[config.mk]
export PLATFORM = sky130hd
export DESIGN_NAME = mie_exec_core
export DESIGN_NICKNAME = d
export VERILOG_FILES = /design/src/mie_exec_core.v /design/src/mie_add_flags.v
export VERILOG_INCLUDE_DIRS = /design/src
export SDC_FILE = /design/constraint.sdc
export NUM_CORES = 1
export LEC_CHECK = 0
export BUFFER_PORTS_ARGS = -buffer_cell sky130_fd_sc_hd__buf_2
export CORE_MARGIN = 10
export CORE_UTILIZATION = 40
export CTS_CLUSTER_DIAMETER = 100
export DETAILED_ROUTE_END_ITERATION = 10
export MAX_ROUTING_LAYER = met4
export SETUP_SLACK_MARGIN = 0.3
export SLEW_MARGIN = 25
export SYNTH_ARGS = -nofsm -noshare
export SYNTH_HDL_FRONTEND = slang
export SYNTH_HIERARCHICAL = 1
export SYNTH_SLANG_ARGS = --single-unit
[constraint.sdc]
create_clock -name sys_clk_in -period 3.2 [get_ports sys_clk_in]
set_input_delay 0.16 -clock sys_clk_in [delete_from_list [all_inputs] [get_ports sys_clk_in]]
set_output_delay 0.16 -clock sys_clk_in [all_outputs]
set_load 0.1 [all_outputs]
[src/mie_consts.vh]
// constants for the instruction execute block
// included by the execute core, its monitor and its bench
`ifndef MIE_CONSTS_VH
`define MIE_CONSTS_VH
`define MIE_OP_NOP 5'h00
`define MIE_OP_ADC 5'h01
`define MIE_OP_ADD 5'h02
`define MIE_OP_ADDI 5'h03
`define MIE_OP_AND 5'h04
`define MIE_OP_ANDI 5'h05
`define MIE_OP_OR 5'h06
`define MIE_OP_ORI 5'h07
`define MIE_OP_CALL 5'h08
`define MIE_OP_CLR 5'h09
`define MIE_OP_CLRB 5'h0A
`define MIE_OP_CLRWD 5'h0B
`define MIE_OP_CPL 5'h0C
`define MIE_OP_DAA 5'h0D
`define MIE_OP_DEC 5'h0E
`define MIE_OP_INC 5'h0F
`define MIE_OP_HALT 5'h10
`define MIE_OP_JMP 5'h11
`define MIE_OP_MOVAM 5'h12
`define MIE_OP_MOVAI 5'h13
`define MIE_OP_MOVMA 5'h14
`define MIE_OP_RET 5'h15
`define MIE_OP_RETI 5'h16
`define MIE_OP_RETI_IMM 5'h17
`define MIE_OP_RL 5'h18
`define MIE_OP_PCLW 5'h19
`define MIE_BYTE_ZERO 8'h00
`define MIE_BYTE_ONE 8'h01
`define MIE_NIB_MAX 4'h9
`define MIE_ADJ_LO 8'h06
`define MIE_ADJ_HI 8'h60
`define MIE_PC_ONE 12'h001
`define MIE_PC_RESET 12'h000
`define MIE_CYC_ONE 2'h1
`define MIE_CYC_TWO 2'h2
`define MIE_CYC_THREE 2'h3
`define MIE_SP_ZERO 3'h0
`define MIE_SP_ONE 3'h1
`define MIE_BIT_MSB 7
`endif

[src/mie_exec_core.v]
// What this block does
// - add-with-carry sums work register, data byte, carry; five flags updated
// - plain add of data byte or immediate, no carry in; five flags updated
// - AND and OR with data byte or immediate; only zero flag changes
// - call pushes pc plus 1, loads target, two cycles, flags unchanged
// - byte clear writes zero; bit clear zeroes bit i; no flags
// - watchdog clear resets counter and clears expiry and sleep flags
// - complement inverts data byte to memory or work register; zero flag
// - decimal adjust adds 6 per nibble over 9 or carry; only carry changes
// - decrement data byte to memory or work register; zero flag updated
// - increment data byte to memory or work register; memory form sets zero
// - power-down halts, stops clock, clears watchdog and prescaler, sets sleep
// - jump loads target with dummy cycle, two cycles, no flags
// - moves between data byte, immediate and work register, no flags
// - no-operation changes nothing and proceeds to the next instruction
// - return pops pc; immediate variant also loads work register
// - interrupt return pops pc and sets global interrupt enable
// - rotate left moves bit 7 to bit 0, writes back, no flags
// - extended instruction writing program counter low takes three cycles
// file holds the execute datapath; assumes an outside fetch unit presents one
// opcode with its operands and data byte, and an outside memory takes writes
`timescale 1ns/100ps
`include "mie_consts.vh"
module mie_exec_core #(
  parameter PC_W = 12,
  parameter STACK_DEPTH = 8
) (
  input wire sys_clk_in,
  input wire rst_n_in,
  input wire clk_en_in,
  input wire wake_in,
  input wire issue_in,
  input wire [4:0] opcode_in,
  input wire to_mem_in,
  input wire [7:0] data_in,
  input wire [7:0] imm_in,
  input wire [2:0] bit_sel_in,
  input wire [11:0] target_in,
  input wire irq_pending_in,
  output reg busy_out,
  output reg done_out,
  output reg mem_we_out,
  output reg [7:0] mem_wdata_out,
  output reg [7:0] work_register_out,
  output reg [11:0] pc_out,
  output reg carry_flag_out,
  output reg zero_flag_out,
  output reg half_carry_flag_out,
  output reg signed_wrap_flag_out,
  output reg signed_carry_flag_out,
  output reg watchdog_expiry_flag_out,
  output reg sleep_entered_flag_out,
  output reg global_irq_enable_out,
  output reg watchdog_clear_out,
  output reg sys_clk_stop_out,
  output reg irq_service_out
);
  localparam ST_RUN = 2'h0;
  localparam ST_WAIT = 2'h1;
  localparam ST_SLEEP = 2'h2;

  reg [1:0] state_r;
  reg [1:0] cyc_left_r;
  reg [11:0] stack_r [0:STACK_DEPTH-1];
  reg [2:0] sp_r;
  integer k;

  wire take = clk_en_in && issue_in && (state_r == ST_RUN);
  wire use_imm = (opcode_in == `MIE_OP_ADDI);
  wire add_cin = (opcode_in == `MIE_OP_ADC) ? carry_flag_out : 1'b0;
  wire [7:0] add_b = use_imm ? imm_in : data_in;
  wire [7:0] add_sum;
  wire add_c;
  wire add_hc;
  wire add_ov;
  wire add_sc;
  wire add_z;

  mie_add_flags u_add (
    .a_in(work_register_out),
    .b_in(add_b),
    .cin_in(add_cin),
    .sum_out(add_sum),
    .carry_out(add_c),
    .half_carry_out(add_hc),
    .signed_wrap_out(add_ov),
    .signed_carry_out(add_sc),
    .zero_out(add_z)
  );

  // decimal adjust terms
  wire lo_adj = (work_register_out[3:0] > `MIE_NIB_MAX) || half_carry_flag_out;
  wire hi_adj = (work_register_out[7:4] > `MIE_NIB_MAX) || carry_flag_out;
  wire [8:0] daa_sum = {1'b0, work_register_out}
                       + {1'b0, lo_adj ? `MIE_ADJ_LO : `MIE_BYTE_ZERO}
                       + {1'b0, hi_adj ? `MIE_ADJ_HI : `MIE_BYTE_ZERO};

  reg [7:0] res;
  reg wr_mem;
  reg wr_acc;
  reg upd_z;
  reg upd_arith;
  reg [1:0] cycles;
  reg [11:0] pc_nxt;
  reg push;
  reg pop;

  always @* begin
    res = `MIE_BYTE_ZERO;
    wr_mem = 1'b0;
    wr_acc = 1'b0;
    upd_z = 1'b0;
    upd_arith = 1'b0;
    cycles = `MIE_CYC_ONE;
    pc_nxt = pc_out + `MIE_PC_ONE;
    push = 1'b0;
    pop = 1'b0;
    case (opcode_in)
      `MIE_OP_ADC, `MIE_OP_ADD, `MIE_OP_ADDI: begin
        res = add_sum;
        upd_arith = 1'b1;
        wr_mem = to_mem_in && !use_imm;
        wr_acc = !(to_mem_in && !use_imm);
      end
      `MIE_OP_AND, `MIE_OP_ANDI: begin
        res = work_register_out & ((opcode_in == `MIE_OP_ANDI) ? imm_in : data_in);
        upd_z = 1'b1;
        wr_mem = to_mem_in && (opcode_in == `MIE_OP_AND);
        wr_acc = !wr_mem;
      end
      `MIE_OP_OR, `MIE_OP_ORI: begin
        res = work_register_out | ((opcode_in == `MIE_OP_ORI) ? imm_in : data_in);
        upd_z = 1'b1;
        wr_mem = to_mem_in && (opcode_in == `MIE_OP_OR);
        wr_acc = !wr_mem;
      end
      `MIE_OP_CALL: begin
        push = 1'b1;
        pc_nxt = target_in;
        cycles = `MIE_CYC_TWO;
      end
      `MIE_OP_CLR: begin
        res = `MIE_BYTE_ZERO;
        wr_mem = 1'b1;
      end
      `MIE_OP_CLRB: begin
        res = data_in & ~(`MIE_BYTE_ONE << bit_sel_in);
        wr_mem = 1'b1;
      end
      `MIE_OP_CPL: begin
        res = ~data_in;
        upd_z = 1'b1;
        wr_mem = to_mem_in;
        wr_acc = !to_mem_in;
      end
      `MIE_OP_DAA: begin
        res = daa_sum[7:0];
        wr_mem = 1'b1;
      end
      `MIE_OP_DEC: begin
        res = data_in - `MIE_BYTE_ONE;
        upd_z = 1'b1;
        wr_mem = to_mem_in;
        wr_acc = !to_mem_in;
      end
      `MIE_OP_INC: begin
        res = data_in + `MIE_BYTE_ONE;
        upd_z = to_mem_in;
        wr_mem = to_mem_in;
        wr_acc = !to_mem_in;
      end
      `MIE_OP_JMP: begin
        pc_nxt = target_in;
        cycles = `MIE_CYC_TWO;
      end
      `MIE_OP_MOVAM: begin
        res = data_in;
        wr_acc = 1'b1;
      end
      `MIE_OP_MOVAI: begin
        res = imm_in;
        wr_acc = 1'b1;
      end
      `MIE_OP_MOVMA: begin
        res = work_register_out;
        wr_mem = 1'b1;
      end
      `MIE_OP_RET, `MIE_OP_RETI, `MIE_OP_RETI_IMM: begin
        pop = 1'b1;
        pc_nxt = stack_r[sp_r - `MIE_SP_ONE];
        res = imm_in;
        wr_acc = (opcode_in == `MIE_OP_RETI_IMM);
        cycles = `MIE_CYC_TWO;
      end
      `MIE_OP_RL: begin
        res = {data_in[`MIE_BIT_MSB-1:0], data_in[`MIE_BIT_MSB]};
        wr_mem = 1'b1;
      end
      `MIE_OP_PCLW: begin
        // extended write to the program counter low byte
        pc_nxt = {pc_out[11:8], work_register_out};
        cycles = `MIE_CYC_THREE;
      end
      default: begin
        res = `MIE_BYTE_ZERO;
      end
    endcase
  end

  always @(posedge sys_clk_in or negedge rst_n_in) begin
    if (!rst_n_in) begin
      state_r <= ST_RUN;
      cyc_left_r <= `MIE_CYC_ONE;
      sp_r <= `MIE_SP_ZERO;
      for (k = 0; k < STACK_DEPTH; k = k + 1) begin
        stack_r[k] <= `MIE_PC_RESET;
      end
      busy_out <= 1'b0;
      done_out <= 1'b0;
      mem_we_out <= 1'b0;
      mem_wdata_out <= `MIE_BYTE_ZERO;
      work_register_out <= `MIE_BYTE_ZERO;
      pc_out <= `MIE_PC_RESET;
      carry_flag_out <= 1'b0;
      zero_flag_out <= 1'b0;
      half_carry_flag_out <= 1'b0;
      signed_wrap_flag_out <= 1'b0;
      signed_carry_flag_out <= 1'b0;
      watchdog_expiry_flag_out <= 1'b0;
      sleep_entered_flag_out <= 1'b0;
      global_irq_enable_out <= 1'b0;
      watchdog_clear_out <= 1'b0;
      sys_clk_stop_out <= 1'b0;
      irq_service_out <= 1'b0;
    end else if (clk_en_in) begin
      done_out <= 1'b0;
      mem_we_out <= 1'b0;
      watchdog_clear_out <= 1'b0;
      irq_service_out <= 1'b0;
      case (state_r)
        ST_RUN: begin
          if (take) begin
            pc_out <= pc_nxt;
            if (wr_mem) begin
              mem_we_out <= 1'b1;
              mem_wdata_out <= res;
            end
            if (wr_acc) begin
              work_register_out <= res;
            end
            if (upd_z || upd_arith) begin
              zero_flag_out <= (res == `MIE_BYTE_ZERO);
            end
            if (upd_arith) begin
              carry_flag_out <= add_c;
              half_carry_flag_out <= add_hc;
              signed_wrap_flag_out <= add_ov;
              signed_carry_flag_out <= add_sc;
            end
            if (opcode_in == `MIE_OP_DAA) begin
              carry_flag_out <= carry_flag_out | daa_sum[8];
            end
            if (push) begin
              stack_r[sp_r] <= pc_out + `MIE_PC_ONE;
              sp_r <= sp_r + `MIE_SP_ONE;
            end
            if (pop) begin
              sp_r <= sp_r - `MIE_SP_ONE;
            end
            // only the interrupt return re-enables; return with immediate leaves it alone
            if (opcode_in == `MIE_OP_RETI) begin
              global_irq_enable_out <= 1'b1;
              irq_service_out <= irq_pending_in;
            end
            if (opcode_in == `MIE_OP_CLRWD) begin
              watchdog_clear_out <= 1'b1;
              watchdog_expiry_flag_out <= 1'b0;
              sleep_entered_flag_out <= 1'b0;
            end
            if (opcode_in == `MIE_OP_HALT) begin
              watchdog_clear_out <= 1'b1;
              watchdog_expiry_flag_out <= 1'b0;
              sleep_entered_flag_out <= 1'b1;
              sys_clk_stop_out <= 1'b1;
              busy_out <= 1'b1;
              state_r <= ST_SLEEP;
            end else if (cycles != `MIE_CYC_ONE) begin
              busy_out <= 1'b1;
              cyc_left_r <= cycles - `MIE_CYC_ONE;
              state_r <= ST_WAIT;
            end else begin
              done_out <= 1'b1;
            end
          end
        end
        ST_WAIT: begin
          // dummy cycles while the new address loads
          if (cyc_left_r == `MIE_CYC_ONE) begin
            busy_out <= 1'b0;
            done_out <= 1'b1;
            state_r <= ST_RUN;
          end else begin
            cyc_left_r <= cyc_left_r - `MIE_CYC_ONE;
          end
        end
        ST_SLEEP: begin
          if (wake_in) begin
            sys_clk_stop_out <= 1'b0;
            busy_out <= 1'b0;
            done_out <= 1'b1;
            state_r <= ST_RUN;
          end
        end
        default: begin
          state_r <= ST_RUN;
        end
      endcase
    end
  end
endmodule

[src/mie_add_flags.v]
// eight-bit adder with carry-in and the five arithmetic flags
// purely combinational; used by the execute core
`timescale 1ns/100ps
module mie_add_flags (
  input wire [7:0] a_in,
  input wire [7:0] b_in,
  input wire cin_in,
  output wire [7:0] sum_out,
  output wire carry_out,
  output wire half_carry_out,
  output wire signed_wrap_out,
  output wire signed_carry_out,
  output wire zero_out
);
  wire [8:0] full;
  wire [4:0] low;
  wire c6;
  assign full = {1'b0, a_in} + {1'b0, b_in} + {8'h00, cin_in};
  assign low = {1'b0, a_in[3:0]} + {1'b0, b_in[3:0]} + {4'h0, cin_in};
  assign c6 = full[7] ^ a_in[7] ^ b_in[7];
  assign sum_out = full[7:0];
  assign carry_out = full[8];
  assign half_carry_out = low[4];
  assign signed_wrap_out = c6 ^ full[8];
  // sign of the true nine-bit signed sum
  assign signed_carry_out = a_in[7] ^ b_in[7] ^ full[8];
  assign zero_out = (full[7:0] == `MIE_BYTE_ZERO);
endmodule

### Word-level counts from Yosys, hierarchy flattened

Cells that the tools add are included.

* output and inout port bits: 42
* register bits: 145
* logic and storage cells: 211
* input bits: 43

* reduce and logical (&&, ||, !) cells: 48
* magnitude comparators: 5
* eq/ne operators: 37
* mux-type cells: 64
* bitwise logic cells: 14
* shift-type cells: 1
* add/sub/neg operators: 13

Operators with widths (count)
* $bwmux W96: 1
* $pmux W8 S12: 1
* $eq A5 B5 Y1 const B: 10
* $eq A5 B4 Y1 const B: 8
* $reduce_and A4 Y1: 10
* $bmux W12 S3: 1
* $demux W12 S3: 1
* $mux W12: 3
* $pmux W12 S3: 1
* $mux W1: 31
* $mux W8: 3
* $eq A5 B3 Y1 const B: 4
* $mux W2: 9
* $and A8 B8 Y8: 2
* $not A8 Y8: 2
* $add A12 B1 Y12 const B: 1
* $reduce_and A6 Y1: 2
* $eq A5 B2 Y1 const B: 2
* $ne A2 B2 Y1 const B: 5
* $reduce_and A5 Y1: 2
* $reduce_bool A2 Y1: 5
* $reduce_or A5 Y1: 2
* $add A8 B3 Y9: 1
* $add A8 B8 Y9: 1
* 42 further kinds: 74

### Longest topological paths before layout

Gate-level depths: netlist (run 1).

* depth in word-level cells: 8
* gate-level depth with buffers: 17
* gate-level depth less buffers: 15

### By module

Netlist (run 1), hierarchy kept.

By module, submodules not included
* mie_exec_core: cells each 888, sequential area each 3604.7 um2, instances 1, area an instance 8469.4 um2
* mie_add_flags: cells each 65, sequential area each 0.0 um2, instances 1, area an instance 485.5 um2

### Worst setup path after synthesis (run 1)

No wires, ideal clock.

* path kind: in2reg
* start point: in opcode_in[0]
* end point: reg zero_flag_out
* data arrival time: 3.943 ns
* data required time: 3.108 ns
* slack: -0.835 ns
* buffers on the path: 2
* stages on the path: 15
* path through: clkbuf_1 -> and3b_1 -> clkbuf_1 -> nand2_1 -> mux2_2 -> inv_1 -> fa_1 -> inv_1 -> fa_1 -> xor2_1 -> a221o_1 -> a2111o_1 -> or4_1 -> or4_1 -> o31ai_2

* cells in the longest elaborated chain, start to end: 6
* elaborated cells between the ends (all ways): 38

RTL lines
* from (decl): RTL line mie_exec_core.v:33 `input wire [4:0] opcode_in,`
* $eq A5 B2 Y1
* $mux W8: RTL line mie_exec_core.v:71 `wire [7:0] add_b = use_imm ? imm_in : data_in;`
* named net add_b[0]: RTL line mie_exec_core.v:71
* $add A8 B8 Y9: RTL line mie_add_flags.v:18 `assign full = {1'b0, a_in} + {1'b0, b_in} + {8'h00, cin_in};`
* $add A9 B1 Y9: RTL line mie_add_flags.v:18
* named net add_sum[2]: RTL line mie_exec_core.v:72 `wire [7:0] add_sum;`
* $pmux W8 S12: RTL line mie_exec_core.v:118 `case (opcode_in)`
* $logic_not A8 Y1 (no source line)
* to (signal assigned): RTL line mie_exec_core.v:252 `` zero_flag_out <= (res == `MIE_BYTE_ZERO); ``
* to (decl): RTL line mie_exec_core.v:47 `output reg zero_flag_out,`

The timed path passes the listed nets, and every way through them passes these cells.
A chain may end at the register's enable or synchronous reset.

### Worst setup path in the final report (run 1)

* start point: reg carry_flag_out
* end point: reg zero_flag_out

* elaborated cells between the ends (all ways): 7

RTL lines
* from (decl): RTL line mie_exec_core.v:46 `output reg carry_flag_out,`
* from (signal assigned): RTL line mie_exec_core.v:261 `carry_flag_out <= carry_flag_out | daa_sum[8];`
* $mux W1: RTL line mie_exec_core.v:70 `` wire add_cin = (opcode_in == `MIE_OP_ADC) ? carry_flag_out : 1'b0; ``
* named net add_cin: RTL line mie_exec_core.v:70
* $add A9 B1 Y9: RTL line mie_add_flags.v:18
* named net add_sum[2]: RTL line mie_exec_core.v:72
* $pmux W8 S12: RTL line mie_exec_core.v:118
* $logic_not A8 Y1 (no source line)

The timed path passes the listed nets, and every way through them passes these cells.

==> summary by stage, run 1 <==
GRT
The global-route wire length before repair is approximately 46 mm. The initial antenna violation count is 0. The combined global-route utilization of all metal layers is a little over a fifth.

For this run the aggregate overflow at the end of global routing stands at 0. Entering global routing, the biggest net connects around 80 pins. The number of global-route vias before repair is 7868.

Floorplanning
The area of the core region is 21900 sq um. The floorplan step defined a die boundary enclosing 28700 sq um. The effective utilization at floorplan is 40.8%. The width of the die is between 150 and 200 microns. In this run the count of I/O pins placed on the die edge is 85. The die is 169 microns tall. The number of standard-cell rows in the floorplan is 54.

Routing
The number of iterations in the first detailed-routing pass is 5. Once detail routing completed, the nets flagged for antenna violations numbered 0. For this block, the initial DRC count from the detailed router was 755. The residual DRC count is 0. The total number of vias is 8054. Summed over all layers, the routed wires come to 29.3 mm. The detail-routed net length per standard cell is around 21 microns. The number of vias per cell is 5.84.

Finish
The number of inserted filler cells in the final layout is 2034. For this run, the number of standard cells in the final layout without fillers is 1379. The final layout contains around 1200 nets. The number of antenna diodes in the final layout is 0.

Cells fill approximately half of the core in the end. The final standard cell area without fillers is 11000 sq um. The area used by sequential logic in the layout is 3620 sq um. From synthesis to final layout, the design area changed by 23.7%.

The post-route netlist has 29.6% of its cells at a drive strength greater than 1. The area of combinational cells with multiple inputs is a little over 5000 sq um.

Timing
After routing, the total negative slack on setup checks comes to 0 ns. Setup violations remaining at the end of the flow were counted as 0. The worst clock skew is 0.0143 ns.

The worst hold slack is 0.0441 ns. For this run, the top clock speed supported by timing is 316 MHz. The final worst setup slack is roughly 0.030 ns. The number of hold-slack violations in the final timing report is 0.

The number of max-slew violations in the final report came to 0. The transition time at the pin with the least slew margin is just over 0.8 ns. Setup repair after global routing could not meet its margin everywhere. The relative slew slack is between 40% and 50%.

After layout, the worst path uses 99.0% of the clock period. After layout, the minimum clock period comes to 3.17 ns.

Critical path
The worst setup path is captured at a flop. The worst register-to-register path has a setup slack of 0.03 ns. The worst setup path is launched from a flop. Along the worst path, the maximum fanout reaches 2. By startpoint and endpoint, the worst setup path is classified as flop to flop. For the worst setup path, the data required time is roughly 3.5 ns. Data on the critical path arrives at its endpoint at between 3 and 4 ns.

Clocking
The clock passes through at most 2 buffers. At the later pin of the worst-skew pair, clock insertion delay measures 0.43 ns. CTS built an H-tree with a depth of 4. TritonCTS built the clock tree. The number of sinks driven by the clock tree is 144.

The tree is rooted in a sky130_fd_sc_hd__clkbuf_16. The clock-pin slew reported for the worst setup and hold paths after clock tree synthesis is 0.07 ns. The number of buffers added by the clock tree synthesis step is 17.

Placement
After detailed placement, the design holds a cell count of roughly 1300. The placement-stage worst setup slack is -0.327 ns. The weighted congestion at the end of routability-driven global placement is 1.00.

The HPWL after detailed placement is 21.6 mm. During placement, the flow inserted port buffers numbering 83. Summing all placed instances gives a cell area of around 10000 sq um.

Pwr
In this run the power spent charging and discharging nets is 4.75 mW. Cell internal power was estimated by the tool at 4.94 mW. For this design the ratio of total power to cell area is 878 nW/um^2. Of the total power, the clock network draws 22.0%. Summing internal, switching and leakage power gives 9.69 mW.

Sequential cells account for between 20 and 30% of the total power. The combinational share of power is 52.3%. Net switching is 49.0% of the power.

The analysis attributes to cell leakage a power of 5.00 nW. Across the VDD grid, the largest voltage drop is 0.584 mV.

Yosys
The Yosys step of the flow raised 6 warnings. The average cell area after synthesis is ~9.4 sq um. When the netlist entered floorplanning its net count stood at 1022. Synthesis handed over a netlist of 950 instances. The synthesized netlist occupies a cell area of 8920 sq um.

Flow run
Across the run, the number of max-cap violations was 0.

Status
The flow ran to the end, and the final reports show no timing, DRC or antenna violations.

Worst hold path
The worst min-delay path class is input pin to flop.
-- per-layer routing --
metal | routed length [microns] | vias to the layer above | GRT usage (%)
met5 | 0 | - | -
met2 | 13400 | 299 | 31.4
met3 | 1840 | 58 | 3.40
li1 | - | 3749 | -
met4 | 938 | 0 | 8.18
met1 | 13100 | 3948 | 27.7
-- state kept, by name (all words and copies together) (netlist names), 2 cells and up --
| register | cells |
|---|---|
| sp_r | 3 |
| pc_out | 12 |
| work_register_out | 8 |
| stack_r | 96 |
| state_r | 2 |
| mem_wdata_out | 8 |
| cyc_left_r | 2 |
-- cell type report --
type                       count  area share, %
clock buffer                  18           3.98
multi-input combinational    715           46.9
sequential                   144           32.8
timing repair buffer         176           10.4
tap                          280           3.17
inverter                      32           1.09
clock inverter                14           1.70
-- final timing paths --
check,startpoint,end,depth (start not counted)
worst max-delay path,carry_flag_out$_DFFE_PN0P_,zero_flag_out$_DFFE_PN0P_,11
worst min-delay path,clk_en_in,mem_we_out$_DFFE_PN0P_,2
worst max register to register,carry_flag_out$_DFFE_PN0P_,zero_flag_out$_DFFE_PN0P_,11
worst min register to register,global_irq_enable_out$_DFFE_PN0P_,global_irq_enable_out$_DFFE_PN0P_,1
max in group asynchronous,rst_n_in,stack_r[56]$_DFFE_PN0P_,3
min in group asynchronous,rst_n_in,global_irq_enable_out$_DFFE_PN0P_,2
-- worst max-delay path: stages, from the launching register on --
cell and delay [ns]:
sky130_fd_sc_hd__dfrtp_2 0.42, sky130_fd_sc_hd__and4_1 0.19, sky130_fd_sc_hd__inv_2 0.05, sky130_fd_sc_hd__fa_2 0.23, sky130_fd_sc_hd__inv_2 0.05, sky130_fd_sc_hd__fa_2 0.35
sky130_fd_sc_hd__xor2_1 0.15, sky130_fd_sc_hd__a221o_1 0.31, sky130_fd_sc_hd__a2111o_1 0.33, sky130_fd_sc_hd__or4_1 0.40, sky130_fd_sc_hd__or4_4 0.43, sky130_fd_sc_hd__o31ai_4 0.17
-- cells in the final DEF (no fill, tap or decap), types with 22 or more instances in the layout --
master / instances
sky130_fd_sc_hd__mux4_2: 24
sky130_fd_sc_hd__dfrtp_1: 136
sky130_fd_sc_hd__nand2_1: 108
sky130_fd_sc_hd__inv_1: 28
sky130_fd_sc_hd__buf_2: 82
sky130_fd_sc_hd__o21ai_0: 95
sky130_fd_sc_hd__a21oi_1: 73
sky130_fd_sc_hd__buf_4: 88
sky130_fd_sc_hd__nand3_1: 22
sky130_fd_sc_hd__nor2_1: 71
sky130_fd_sc_hd__mux2_2: 35
-- timing repair --
| action | in CTS | in global routing |
|---|---|---|
| setup endpoints to repair | 5 | 11 |
| buffers inserted | 1 | 1 |
| hold buffers | 2 | 0 |
| pin swaps | 3 | 17 |
| hold endpoints to repair | 74 | 0 |
| resized for setup | 1 | 24 |
-- power by group through the flow --
stage	registers (mW)	clock network (mW)	logic [mW]
finish	2.49	2.13	5.06
global route	2.55	2.23	5.37
global placement	2.51	0	4.85
floorplan	3.92	0	2.03
CTS	2.49	2.16	4.92
detailed placement	2.52	0	4.88
Power figures use the tool's default switching activity.
==> run 2: changes to the inputs <==
--- a/config.mk
+++ b/config.mk
@@ -8,10 +8,11 @@
 export LEC_CHECK = 0
 export BUFFER_PORTS_ARGS = -buffer_cell sky130_fd_sc_hd__buf_2
 export CORE_MARGIN = 10
-export CORE_UTILIZATION = 40
+export CORE_UTILIZATION = 45
 export CTS_CLUSTER_DIAMETER = 100
 export DETAILED_ROUTE_END_ITERATION = 10
 export MAX_ROUTING_LAYER = met4
+export PLACE_DENSITY = 0.66
 export SETUP_SLACK_MARGIN = 0.3
 export SLEW_MARGIN = 25
 export SYNTH_ARGS = -nofsm -noshare
==> run 2 against run 1 <==
Net effect: the flow now finishes with violations (negative setup slack); via count shrank 0.34%; sequential share of layout area is essentially flat; die area shrank 9.8%; clock skew grew 0.0048 ns; critical endpoint unchanged.
==> summary by stage, run 2 (synthesized netlist as in run 1, its figures left out) <==
Status
The run finished, with violations left. The checks that failed: negative setup slack.

Placement
Routability-driven placement finished with a final weighted congestion of 0.997. OpenSTA, run right after detailed placement, puts the worst setup slack at -0.365 ns. Input and output buffers added on the ports amount to 83. Summing all placed instances gives a cell area of ~10000 sq um. The total placed cells including tap cells is about 1300.

The HPWL after detailed placement is 21.0 mm.

Timing
Final hold analysis gives a worst-case slack of roughly 0.020 ns. Setup repair after global routing could not meet its margin everywhere. The final worst setup slack is -0.0239 ns. The number of max-slew violations in the final report is 0. Setup violations remaining at the end of the flow were counted as 1. For the pin with the worst max-slew slack, the measured transition is 0.874 ns. The number of hold-slack violations in the final timing report is 0.

The part of the cycle the worst path needs is 101%. For this run, the top clock speed supported by timing is 310 MHz. The worst pin sits at a relative slew slack of 41.6%. After layout, the minimum clock period comes to 3.22 ns. Between clock sinks in the finished design, the worst skew comes to 0.0191 ns.

GRT
The number of global-route vias before repair is 7936. The combined global-route utilization of all metal layers is 22.7%. The global-route wire length before repair is 45.5 mm. In the global route stage, met2 resource usage came out at 35.2%. For met1 alone, demand over resource in global routing was 28.4%. The initial antenna violation count is 0. The total overflow left after global routing is 0. The maximum number of pins on one net before global-route repair is 75. In this run the most used layer during global routing was met2. The met3 track utilization from global routing is 5.21%.

Pwr
IR analysis of the VDD net gives a maximum drop of 0.697 mV. The combinational share of power is 52.5%. The design internal power is just under 5 mW.

Dividing total power by cell area gives a power density of 877 nW/um^2. Sequential cells burn 25.4% of the power. The clock network is responsible for ~22% of the overall power. The analysis attributes to net switching a power of 4.74 mW. The analysis attributes to cell leakage a power of 4.99 nW. Net switching is between 40% and 50% of the power.

Clocking
The clock-pin slew reported for the worst setup and hold paths after clock tree synthesis is 0.07 ns. CTS placed an instance of sky130_fd_sc_hd__clkbuf_16 at the clock tree root. The CTS tree is built. The number of buffers added by the clock tree synthesis step is 17.

The worst-case clock buffer depth is 2. CTS built an H-tree with a depth of 4. For this design, the sink count on the clock tree is 144.

The worst-skew pair later-pin latency is around 0.43 ns.

Critical path
In this run the worst path has a maximum fanout of 2. The critical path arrival is ~3.6 ns. For the worst setup path, the data required time is 3.54 ns.

The reg-to-reg critical path startpoint is carry_flag_out$_DFFE_PN0P_. The worst setup path is captured at a flop. The setup check on the worst reg-to-reg path leaves a slack of -0.02 ns. The critical path is of the flop to flop type. Measured in cells, the most critical reg-to-reg path has a length of 11. The endpoint of the worst register-to-register path is zero_flag_out$_DFFE_PN0P_. The worst setup path is launched from a flop.

Worst hold path
The worst hold path begins at clk_en_in. The number of cells on the worst hold path is 2. For hold timing, the worst endpoint is irq_service_out$_DFFE_PN0P_.

The worst min-delay path class is input pin to flop.

Floorplanning
The die extent in y is 161 microns. The area of the core region is 19500 sq um. The effective utilization at floorplan is 45.9%. The die is 161 microns wide. The total I/O pin count is 85. The number of standard-cell rows in the floorplan is 51. The die outline area is approximately 26000 sq um.

Finish
The share of final-layout standard cells stronger than drive strength 1 is 29.1%. The leading cell type in the layout, fill and taps excluded is sky130_fd_sc_hd__dfrtp_1. The register with the most flip-flops in the layout has 96 of them. The library cells used most frequently in the layout, excluding fill and tap cells, are sky130_fd_sc_hd__dfrtp_1, sky130_fd_sc_hd__nand2_1, sky130_fd_sc_hd__o21ai_0. Compared with the post-synthesis result, the final layout area differs by 23.5%. The number of standard cells in the layout, taps in and fillers out is 1362.

The final standard cell area without fillers is about 11000 sq um. Cells fill 56.6% of the core in the end. The net count of the finished layout is between 1000 and 1500.

More flip-flops sit in one register than any other, and that register is stack_r. The largest registers in the layout are stack_r (96), pc_out (12). The number of antenna repair diodes is 0.

Routing
The total number of vias is about 8000. The number of vias per cell is between 5 and 6. The residual DRC count is 0. The number of antenna-violating nets in the routed design is 0. For this run, the detailed router's first-pass iteration total came to 5. The routed design has 28.7 mm of wire. The detail-routed net length per standard cell is between 20 and 25 microns. The number of violations reported at the end of detailed-routing iteration 0 is 580.

Flow run
The max-capacitance violation count is 0.
[run 2: cell types whose count changed in the layout (fill, tap and decap cells not counted), sizes merged]
cell	change
clkinvlp	+1
clkinv	+3
inv	-3
clkbuf	-1
buf	-2
[run 2: how the worst max path moves through the flow]
stage / to / slack (ns) / cells after the start / from
finish: zero_flag_out$_DFFE_PN0P_ / -0.02 / 11 / carry_flag_out$_DFFE_PN0P_
global route: zero_flag_out$_DFFE_PN0P_ / -0.06 / 11 / carry_flag_out$_DFFE_PN0P_
CTS: zero_flag_out$_DFFE_PN0P_ / 0.004 / 11 / carry_flag_out$_DFFE_PN0P_
detailed placement: zero_flag_out$_DFFE_PN0P_ / -0.37 / 16 / opcode_in[4]
global placement: zero_flag_out$_DFFE_PN0P_ / -0.30 / 16 / opcode_in[4]
floorplan: zero_flag_out$_DFFE_PN0P_ / -0.22 / 15 / opcode_in[0]
[run 2: area by class of cell]
class / count / area [sq um]
Clock buffer: 17 / 425
Clock inverter: 15 / 215
Fill cell: 1765 / 8440
Inverter: 32 / 120
Multi-Input combinational cell: 715 / 5170
Sequential cell: 144 / 3620
Tap cell: 265 / 332
Timing Repair Buffer: 174 / 1140
[run 2: worst max-delay path: stages (launching register included)]
cell,delay [ns]
sky130_fd_sc_hd__dfrtp_2,0.45
sky130_fd_sc_hd__and4_1,0.20
sky130_fd_sc_hd__inv_2,0.06
sky130_fd_sc_hd__fa_2,0.22
sky130_fd_sc_hd__inv_2,0.04
sky130_fd_sc_hd__fa_2,0.36
sky130_fd_sc_hd__xor2_1,0.17
sky130_fd_sc_hd__a221o_1,0.32
sky130_fd_sc_hd__a2111o_1,0.32
sky130_fd_sc_hd__or4_1,0.40
sky130_fd_sc_hd__or4_4,0.42
sky130_fd_sc_hd__o31ai_2,0.18
[run 2: power groups by stage]
stage | sequential (mW) | combinational, mW | clock (mW)
after global placement | 2.48 | 4.86 | 0
after CTS | 2.45 | 4.96 | 2.16
after floorplan | 3.92 | 2.03 | 0
final | 2.46 | 5.08 | 2.13
after global routing | 2.51 | 5.39 | 2.24
after detailed placement | 2.48 | 4.90 | 0
[run 2: stage by stage]
stage | TNS (ns) | total power, mW
3_5_place_dp | -1.22 | 7.38
3_3_place_gp | -0.871 | 7.34
2_1_floorplan | -0.218 | 5.96
6_report | -0.0239 | 9.67
5_1_grt | -0.0586 | 10.1
4_1_cts | 0 | 9.57
[run 2: timing repair]
item / 4_1_cts / 5_1_grt
hold buffers: 2 / 0
buffers inserted: 1 / 2
pin swaps: 8 / 13
gates resized for setup: 5 / 17
hold endpoints to repair: 72 / 0
setup endpoints to repair: 7 / 10
[run 2: routing by layer]
metal | share of wire (%) | routed length (microns)
met5 | 0 | 0
met4 | 3.3 | 949
met3 | 5.8 | 1650
met2 | 48 | 13700
met1 | 43 | 12400
